--- config.mk ---
export PLATFORM = sky130hd
export DESIGN_NAME = adc_ctl
export DESIGN_NICKNAME = d
export VERILOG_FILES = /design/src/shared/adc_ctl_pkg.sv /design/src/design/adc_ctl.sv
export VERILOG_INCLUDE_DIRS = /design/src /design/src/shared
export SDC_FILE = /design/constraint.sdc
export NUM_CORES = 1
export LEC_CHECK = 0
export BUFFER_PORTS_ARGS = -buffer_cell sky130_fd_sc_hd__buf_4
export CAP_MARGIN = 20
export CORE_MARGIN = 2
export CORE_UTILIZATION = 44
export DETAILED_ROUTE_END_ITERATION = 7
export PLACE_DENSITY = 0.76
export SLEW_MARGIN = 20
export SYNTH_ARGS = -nofsm -noshare
export SYNTH_HDL_FRONTEND = slang
export SYNTH_SLANG_ARGS = --single-unit
--- constraint.sdc ---
create_clock -name CORE_CLK -period 2.2 [get_ports CORE_CLK]
set_input_delay 0.22 -clock CORE_CLK [delete_from_list [all_inputs] [get_ports CORE_CLK]]
set_output_delay 0.22 -clock CORE_CLK [all_outputs]
set_load 0.005 [all_outputs]
--- src/shared/adc_ctl_regs.svh ---
// register offsets, field positions, reset values for the converter control block
`ifndef ADC_CTL_REGS_SVH
`define ADC_CTL_REGS_SVH
`define CTL_OFS        8'h00
`define RES_HIGH_OFS   8'h04
`define RES_LOW_OFS    8'h08
`define IRQ_STAT_OFS   8'h0c
`define IRQ_MASK_OFS   8'h10
`define FMT_BIT        7
`define CHS_HI         5
`define CHS_LO         2
`define GO_BIT         1
`define EN_BIT         0
`define DONE_IRQ_BIT   0
`define CTL_RST        8'h00
`define RES_RST        8'h00
`define IRQ_RST        1'h0
`define CHS_DAC        4'he
`define CHS_FVR        4'hf
`endif

--- src/shared/adc_ctl_pkg.sv ---
// types shared by the converter control block
package adc_ctl_pkg;
	typedef enum logic {CONV_IDLE, CONV_BUSY} conv_state_t;
endpackage : adc_ctl_pkg

--- src/design/adc_ctl.sv ---
// converter control register, conversion handshake and result formatting
`timescale 1ns/1ns
`include "adc_ctl_regs.svh"
module adc_ctl (
	input  wire logic        CORE_CLK,
	input  wire logic        SYS_RST,
	input  wire logic        WB_CYC_I,
	input  wire logic        WB_STB_I,
	input  wire logic        WB_WE_I,
	input  wire logic [7:0]  WB_ADR_I,
	input  wire logic [3:0]  WB_SEL_I,
	input  wire logic [31:0] WB_DAT_I,
	output logic      [31:0] WB_DAT_O,
	output logic             WB_ACK_O,
	output logic             IRQ,
	output logic             ANA_POWER,
	output logic      [7:0]  ANA_SEL_EXT,
	output logic             ANA_SEL_DAC,
	output logic             ANA_SEL_FVR,
	output logic             ANA_START,
	output logic             ANA_ABORT,
	input  wire logic        ANA_DONE,
	input  wire logic [9:0]  ANA_RESULT
);
	// ****************************************
	// bus decode
	// ****************************************
	logic                     ack_q;
	logic [31:0]              dat_q;
	adc_ctl_pkg::conv_state_t state_q;
	adc_ctl_pkg::conv_state_t state_d;
	logic                     fmt_q;
	logic [3:0]               chs_q;
	logic                     en_q;
	logic [7:0]               res_high_q;
	logic [7:0]               res_low_q;
	logic                     stat_q;
	logic                     mask_q;

	wire       req_w    = WB_CYC_I & WB_STB_I;
	wire       wr_w     = req_w & ack_q & WB_WE_I & WB_SEL_I[0]; // write lands at the acked edge
	wire       wr_ctl   = wr_w & (WB_ADR_I == `CTL_OFS);
	wire       wr_stat  = wr_w & (WB_ADR_I == `IRQ_STAT_OFS);
	wire       wr_mask  = wr_w & (WB_ADR_I == `IRQ_MASK_OFS);
	wire [7:0] wdat     = WB_DAT_I[7:0];
	wire       busy     = (state_q == adc_ctl_pkg::CONV_BUSY);
	wire [7:0] ctl_view = {fmt_q, 1'b0, chs_q, busy, en_q};
	// reset image of the control register, fields taken by position
	wire [7:0] ctl_rst_w = `CTL_RST;

	// ****************************************
	// conversion sequencing
	// ****************************************
	// completion wins over a clearing write in the same cycle
	wire done_w  = busy & ANA_DONE;
	wire start_w = wr_ctl & wdat[`GO_BIT] & wdat[`EN_BIT] & ~busy;
	wire abort_w = busy & ~done_w & wr_ctl & (~wdat[`GO_BIT] | ~wdat[`EN_BIT]);

	// state follows start, completion and abandon
	always_comb begin
		state_d = state_q;
		case (state_q)
			adc_ctl_pkg::CONV_IDLE: begin
				if (start_w) begin
					state_d = adc_ctl_pkg::CONV_BUSY;
				end
			end
			adc_ctl_pkg::CONV_BUSY: begin
				if (done_w | abort_w) begin
					state_d = adc_ctl_pkg::CONV_IDLE;
				end
			end
			default: state_d = adc_ctl_pkg::CONV_IDLE;
		endcase
	end

	// result placement by format at load time
	wire [7:0] load_high = fmt_q ? {6'h00, ANA_RESULT[9:8]} : ANA_RESULT[9:2];
	wire [7:0] load_low  = fmt_q ? ANA_RESULT[7:0] : {ANA_RESULT[1:0], 6'h00};

	// ****************************************
	// analog side
	// ****************************************
	assign ANA_POWER   = en_q;
	assign ANA_START   = start_w;
	assign ANA_ABORT   = abort_w;
	assign ANA_SEL_EXT = (en_q & ~chs_q[3]) ? (8'h01 << chs_q[2:0]) : 8'h00;
	assign ANA_SEL_DAC = en_q & (chs_q == `CHS_DAC);
	assign ANA_SEL_FVR = en_q & (chs_q == `CHS_FVR);
	assign IRQ         = stat_q & mask_q;

	// read mux, unmapped reads as zero
	wire [7:0] rd_byte = (WB_ADR_I == `CTL_OFS)      ? ctl_view   :
	                     (WB_ADR_I == `RES_HIGH_OFS) ? res_high_q :
	                     (WB_ADR_I == `RES_LOW_OFS)  ? res_low_q  :
	                     (WB_ADR_I == `IRQ_STAT_OFS) ? {7'h00, stat_q} :
	                     (WB_ADR_I == `IRQ_MASK_OFS) ? {7'h00, mask_q} : 8'h00;
	assign WB_ACK_O = ack_q;
	assign WB_DAT_O = dat_q;

	// ****************************************
	// registers
	// ****************************************
	// bus answer one cycle after the request
	always_ff @(posedge CORE_CLK) begin
		if (SYS_RST) begin
			ack_q <= 1'b0;
			dat_q <= 32'h0000_0000;
		end else begin
			ack_q <= req_w & ~ack_q;
			dat_q <= {24'h000000, rd_byte};
		end
	end

	// control fields and state
	always_ff @(posedge CORE_CLK) begin
		if (SYS_RST) begin
			state_q <= adc_ctl_pkg::CONV_IDLE;
			fmt_q   <= ctl_rst_w[`FMT_BIT];
			chs_q   <= ctl_rst_w[`CHS_HI:`CHS_LO];
			en_q    <= ctl_rst_w[`EN_BIT];
		end else begin
			state_q <= state_d;
			if (wr_ctl) begin
				fmt_q <= wdat[`FMT_BIT];
				chs_q <= wdat[`CHS_HI:`CHS_LO];
				en_q  <= wdat[`EN_BIT];
			end
		end
	end

	// result pair loads only on completion
	always_ff @(posedge CORE_CLK) begin
		if (SYS_RST) begin
			res_high_q <= `RES_RST;
			res_low_q  <= `RES_RST;
		end else if (done_w) begin
			res_high_q <= load_high;
			res_low_q  <= load_low;
		end
	end

	// sticky flag, set beats write-one-to-clear
	always_ff @(posedge CORE_CLK) begin
		if (SYS_RST) begin
			stat_q <= `IRQ_RST;
			mask_q <= `IRQ_RST;
		end else begin
			stat_q <= done_w | (stat_q & ~(wr_stat & wdat[`DONE_IRQ_BIT]));
			if (wr_mask) begin
				mask_q <= wdat[`DONE_IRQ_BIT];
			end
		end
	end
endmodule : adc_ctl

# [Word-level counts from Yosys, hierarchy flattened]
# Index checks and enable logic that the tools add are counted.
[word_totals] register_bits=58 in_bits=60 out_inout_bits=47 wordCells=63
[classes] n_eq_ne=6 shifts=1 n_mux=11 bitwise=31 n_reduce_logical=2
[op_table] cell="8-bit 2-to-1 mux" count=6
[op_table] cell="1-bit bitwise AND" count=21
[op_table] cell="8-bit by 4-bit == test with 1-bit output, second input constant" count=2
[op_table] cell="4-bit == test, second input constant" count=2
[op_table] cell="8-bit by 3-bit == test with 1-bit output, second input constant" count=1
[op_table] cell="8-bit by 5-bit == test with 1-bit output, second input constant" count=1
[op_table] cell="8-bit zero test" count=1
[op_table] cell="1-bit by 3-bit left shift with 8-bit output, first input constant" count=1
[op_table] cell="1-bit inverter" count=7
[op_table] cell="1-bit 2-to-1 mux" count=4
[op_table] cell="1-bit OR" count=3
[op_table] cell="1-bit one-hot mux with 2 select lines" count=1
[op_table] cell="2-bit OR reduction" count=1

# [Longest topological paths before layout]
# Gate-level depths: netlist of the first run.
[depth] word_depth=10 depth_mapped=4 ltp_nobuf=3

# [Worst setup path before layout of the first run]
# No wires, ideal clock.
[synth_timing] path_type="input port to output port" from="input WB_ADR_I[1]" to="output ANA_ABORT" t_arrival_ns=1.634 t_required_ns=1.980 path_slack_ns=0.346 path_stages=4 n_path_buf=1 cell_sequence="or4_4 buf_6 or4_1 and4bb_1"
[synth_via] elab_chain_len=4
[synth_lines] item="start: declaration" line_no="adc_ctl.sv:10" text="input wire logic [7:0] WB_ADR_I,"
[synth_lines] item="8-bit zero test (no source line)"
[synth_lines] item="1-bit bitwise AND" line_no="adc_ctl.sv:42" text="wire wr_ctl = wr_w & (WB_ADR_I == `CTL_OFS);"
[synth_lines] item="1-bit bitwise AND (2 in series)" line_no="adc_ctl.sv:57" text="wire abort_w = busy & ~done_w & wr_ctl & (~wdat[`GO_BIT] | ~wdat[`EN_BIT]);"
[synth_lines] item="end: declaration" line_no="adc_ctl.sv:21" text="output logic ANA_ABORT,"
# Every way passes these cells.

# [Final worst setup path of the first run]
# Ends and elaborated chain as after synthesis.

==> results.toml, run 1 <==
[clocking]
clock_latency_ps = 280
numCtsBuffers = 5
numClockSinks = 34
hold_buffers = 0
cts_resized = 0
clockBufferDepth = 2
clk_root_buffer_cell = "clkbuf_8"
htree_levels = 2
path_clk_slew_ps = 60
cts_tree = "built"

[floorplanning]
die_w_microns = 68.70
initial_core_util = 0.4571
core_area_sq_um = 4029
chipHeight_microns = 68.70
fp.dieArea_sq_um = 4720
core.rowCount = 23
io_pins = 107

[synth]
synth_cells = 215
yosysWarnings = 0
synth_top_area_share = 0.3696
ys_seq_elements = 34
ys_seq_area_frac = 0.3696
synthTopCellsByArea = "dfxtp_1 37%, mux2i_1 11%, buf_4 9.8%, nand2b_1 5.4%, a21oi_1 3.8%"
netlist_area_sq_um = 1842
syn_area_per_cell_sq_um = 8.566
synth.distinct_cells = 34
synth.largest_area_cell = "dfxtp_1"

[timing]
final.setup.tns_ps = 0
clock_skew_ps = 5.294
rsz0062_at_grt = "no"
slew_violations = 0
hold_viol_final = 0
fin_crit_ps = 2035
worst_pin_slew_ps = 635.3
fmax_ghz = 0.4915
setup-violations-final = 0
period_share = 0.9248
whs_ps = 191.7
maxSlewHeadroom = 0.5759

[setup_path]
path_class = "input pin to output pin"
crit_path_end_kind = "output pin"
crit_path_start = "WB_ADR_I[1]"
r2r-start = "WB_ACK_O$_SDFF_PP0_"
cp_max_fo = 6
arrival_ps = 1810
reg2reg_slack_ps = 710
required_ps = 1980
crit_path_start_kind = "input pin"
rr_worst_depth = 5

[global_route]
grt-ovfl-total = 0
first_global_vias = 1397
antenna_found_initial = 0
grt_max_degree = 35
grtUsageTotal = 0.1772
grt_pass1_wl_microns = 6320

[detailed_routing]
routed_via_density = 4.931
wl_microns = 3863
remaining_drc_errors = 0
firstDrtPassIters = 5
antenna_left = 0
dr.first_iter.drc_count = 45
wl_per_cell_microns = 12.15
num_vias = 1568

[layout]
n_antenna_cell = 0
area_growth_pct = 24.05
seq_area_sq_um = 680.7
fill_cells = 384
final_common_cell = "buf_4"
drive_gt1_frac = 0.2575
layout_common_cells = "58 x buf_4, 34 x dfxtp_1, 24 x conb_1"
multi_input_area_sq_um = 1003
num-nets-final = 327

[worst_hold_path]
hp-start = "WB_STB_I"
worstHoldPathType = "input pin to flop"
holdPathStages = 3

[power]
leakage_uw = 0.0009158
ir_drop_mv = 0.3613
power_density_nw_per_um2 = 516.0

[placed_design]
routabilityCongestion = 0.7386
detailed_place_hpwl_microns = 2924
portBuffers = 54

[run_status]
outcome = "completed"

[job]
cap_violations = 0
==> critical path: stages <==
cell and delay, ps:
buf_4 110, or4_4 580, or4_1 520, and4bb_1 290
buf_4 110
==> flip-flops by register name, indices dropped and copies added, names as in the netlist <==
| name | flops |
|---|---|
| busy | 1 |
| fmt_q | 1 |
| WB_DAT_O | 8 |
| res_high_q | 8 |
| mask_q | 1 |
| ANA_POWER | 1 |
| WB_ACK_O | 1 |
| stat_q | 1 |
| res_low_q | 8 |
| chs_q | 4 |
==> logic make-up after synthesis <==
logic type             share of synthesized area
AND/OR/NAND/NOR                           0.2853
flip-flops                                0.3696
multiplexers                              0.1087
AO/OA/AOI/OAI                             0.1019
buffers and inverters                     0.1325
other                                   0.002036
==> power breakdown <==
group / total (uW) / switching, uW / internal, uW
Clock: 457 / 205 / 252
Sequential: 617 / 0.547 / 616
Combinational: 106 / 53.1 / 52.4
==> per-stage QoR <==
step	util	cell area [sq um]	worst slack, ps	total power [uW]	instances
CTS	0.5634	2270	113.2	1191	316
global route	0.5671	2285	74.74	1232	318
finish	0.5671	2285	165.4	1179	318
floorplan	-	1928	346.3	708.3	238
global placement	0.5407	2178	183.3	732.8	308
detailed placement	0.5407	2178	167.1	734.5	308
==> worst paths after layout <==
check                           endpoint
setup / recovery               ANA_ABORT
hold / removal       WB_ACK_O$_SDFF_PP0_
setup reg to reg  ANA_POWER$_SDFFE_PP0P_
hold reg to reg      WB_ACK_O$_SDFF_PP0_
==> per-layer routing <==
metal,routed length [microns],global-route usage
met1,1791,0.2355
met5,0,0
met3,338,0.04383
met2,1694,0.2873
met4,38,0.04657
==> cell usage after synthesis <==
library cell and count:
nand4_1 2, and2_0 1, nor4_1 1, buf_1 1, o2bb2ai_1 6, nor2_1 15
nor2b_1 1, a211oi_1 4, nand2b_1 16, buf_4 24, inv_1 3, buf_6 1
or3_1 2, and4bb_1 1, conb_1 1, nor4_4 1, or2_2 1, and2_1 7
or4_4 1, a311oi_1 1, nand3b_1 9, nor3_1 6, nand3_1 7, mux2i_1 20
dfxtp_1 34, a21oi_1 14, or3b_2 1, clkbuf_1 10, and3_1 1, or4_1 2
nand2_1 18, a311o_1 1, a221oi_1 1, a21boi_1 1
==> area by class of cell <==
type                       instances  area share
tap                               50     0.02738
multi-input combinational        165      0.4392
inverter                           3    0.004929
sequential                        34      0.2979
clock inverter                     1    0.002191
clock buffer                       7     0.03779
timing repair buffer              58      0.1906
==> repair_timing <==
item                       CTS  global route
hold endpoints to repair     0             0
buffers inserted             0             2
setup endpoints to repair    0             2
Power figures use the tool's default switching activity.
==> run 2: changes to the inputs <==
Settings changed: ABC_AREA set to 1, CORE_UTILIZATION 44 to 43, PLACE_DENSITY 0.76 to 0.75.
==> results.toml, run 2 <==
[placed_design]
detailed_place_hpwl_microns = 3212
routabilityCongestion = 0.8077
portBuffers = 54

[layout]
n_antenna_cell = 0
fill_cells = 407
area_growth_pct = 23.11
drive_gt1_frac = 0.2589
final_common_cell = "buf_4"
seq_area_sq_um = 680.7
num-nets-final = 368
layout_common_cells = "55 x buf_4, 52 x nand2_1, 34 x dfxtp_1"
multi_input_area_sq_um = 889.6
utilization = 0.5575

[synth]
yosysWarnings = 0
netlist_area_sq_um = 1824
async_flop_share = 0
synth-simple-area-share = 0.2840
syn_area_per_cell_sq_um = 7.126
synthAdderAreaFrac = 0
synth_top_family_by_area = "simple AND/OR/NAND/NOR gates"
synthTopCellsByArea = "dfxtp_1 37%, buf_4 11%, nand2_1 11%, nand3_1 8.0%, inv_1 5.6%"
synth_xor_area_frac = 0
synth_edf_count = 0
synth_most_common_cell = "nand2_1"
synth_common_cells = "52 x nand2_1, 34 x dfxtp_1, 29 x nand3_1, 27 x inv_1, 26 x buf_4"
synthMuxAreaShare = 0
synth_compound_area_frac = 0.1543
synth.distinct_cells = 28
ys_seq_elements = 34
ys_seq_area_frac = 0.3731
synth_cells = 256
synth_flop_cell = "dfxtp_1"
synth.largest_area_cell = "dfxtp_1"
synth_top_area_share = 0.3731

[floorplanning]
die_w_microns = 69.14
io_pins = 107
core_area_sq_um = 4029
fp.dieArea_sq_um = 4780
chipHeight_microns = 69.14
core.rowCount = 23
initial_core_util = 0.4528

[global_route]
grt-ovfl-total = 0
first_global_vias = 1539
grt_max_degree = 22
grt_pass1_wl_microns = 6996
grtUsageTotal = 0.1807
antenna_found_initial = 0

[clocking]
cts_tree = "built"
clockBufferDepth = 2
hold_buffers = 0
cts_resized = 0
clk_root_buffer_cell = "clkbuf_8"
numCtsBuffers = 5
path_clk_slew_ps = 70
post_cts_buffers = 0
clock_latency_ps = 280
htree_levels = 2
numClockSinks = 34

[timing]
period_share = 0.8148
setup-violations-final = 0
final.setup.tns_ps = 0
rsz0062_at_grt = "no"
clock_skew_ps = 3.609
slew_violations = 0
fin_crit_ps = 1793
whs_ps = 189.2
hold_viol_final = 0
fmax_ghz = 0.5578

[detailed_routing]
wl_per_cell_microns = 11.95
remaining_drc_errors = 0
wl_microns = 4289
routed_via_density = 4.852
num_vias = 1742
antenna_left = 0
dr.first_iter.drc_count = 136
firstDrtPassIters = 4

[power]
ir_drop_mv = 0.2262
leakage_uw = 0.001056
power_density_nw_per_um2 = 526.6
p_total_uw = 1183

[setup_path]
path_class = "flop to output pin"
crit_path_start_kind = "flop"
reg2reg_slack_ps = 770
required_ps = 1980
crit_path_end_kind = "output pin"
arrival_ps = 1570
cp_max_fo = 13

[worst_hold_path]
worstHoldPathType = "input pin to flop"

[run_status]
outcome = "completed"

[job]
cap_violations = 0
run 2: changes by cell type after synthesis, moves of 5 or more:
cell and change:
nor2_1 +5, mux2i_1 -20, nand2b_1 -16, nand3b_1 -9, o211ai_1 +8, and2_1 -7, nand2_1 +34, inv_1 +24
o2bb2ai_1 -6, nand3_1 +22, clkbuf_1 -7, a21oi_1 +5
run 2: cells by family after synthesis:
group,after synthesis
simple gates,114
other cells,1
buf+inv,62
flops,34
compound gates,45
run 2: critical path, cell delays in order (launching register included):
cell	delay, ps
dfxtp_1	360
nand3_1	90
nor2_2	240
nand2_2	240
nor4_2	210
buf_4	150
run 2: final cells by class:
| cell class | count | share of cell area |
|---|---|---|
| clock inverter | 1 | 0.002228 |
| inverter | 29 | 0.04847 |
| clock buffer | 7 | 0.03844 |
| timing repair buffer | 55 | 0.1838 |
| tap | 50 | 0.02786 |
| multi-input combinational | 183 | 0.3961 |
| sequential | 34 | 0.3031 |
run 2: layer usage:
layer / global-route usage / vias to the layer above / wire (microns) / share of wire
li1: - / 885 / - / -
met1: 0.2319 / 775 / 1823 / 0.43
met2: 0.2927 / 78 / 2079 / 0.48
met3: 0.04825 / 4 / 370 / 0.086
met4: 0.06100 / 0 / 16 / 0.0037
met5: 0 / - / 0 / 0
run 2: path summary, 6_finish.rpt:
kind                             from                          to  cells after the start
setup / recovery  WB_ACK_O$_SDFF_PP0_                   ANA_ABORT                      5
hold reg to reg   WB_ACK_O$_SDFF_PP0_         WB_ACK_O$_SDFF_PP0_                      1
hold / removal            WB_DAT_I[4]       chs_q[2]$_SDFFE_PP0P_                      3
setup reg to reg   fmt_q$_SDFFE_PP0P_  res_high_q[0]$_SDFFE_PP0P_                      5
run 2: stage by stage:
| stage | worst slack (ps) | area [sq um] | std cells |
|---|---|---|---|
| 2_1_floorplan | 975.7 | 1911 | 279 |
| 3_3_place_gp | 603.5 | 2155 | 351 |
| 3_5_place_dp | 585.1 | 2155 | 351 |
| 4_1_cts | 396.2 | 2246 | 359 |
| 5_1_grt | 252.5 | 2246 | 359 |
| 6_report | 407.4 | 2246 | 359 |
run 2: power by group:
part / switching, uW / leakage (uW) / internal, uW / total (uW)
combinational: 53.7 / 0.000734 / 45.1 / 98.8
sequential: 0.615 / 0.000274 / 616 / 617
clock: 215 / 0.0000482 / 252 / 467
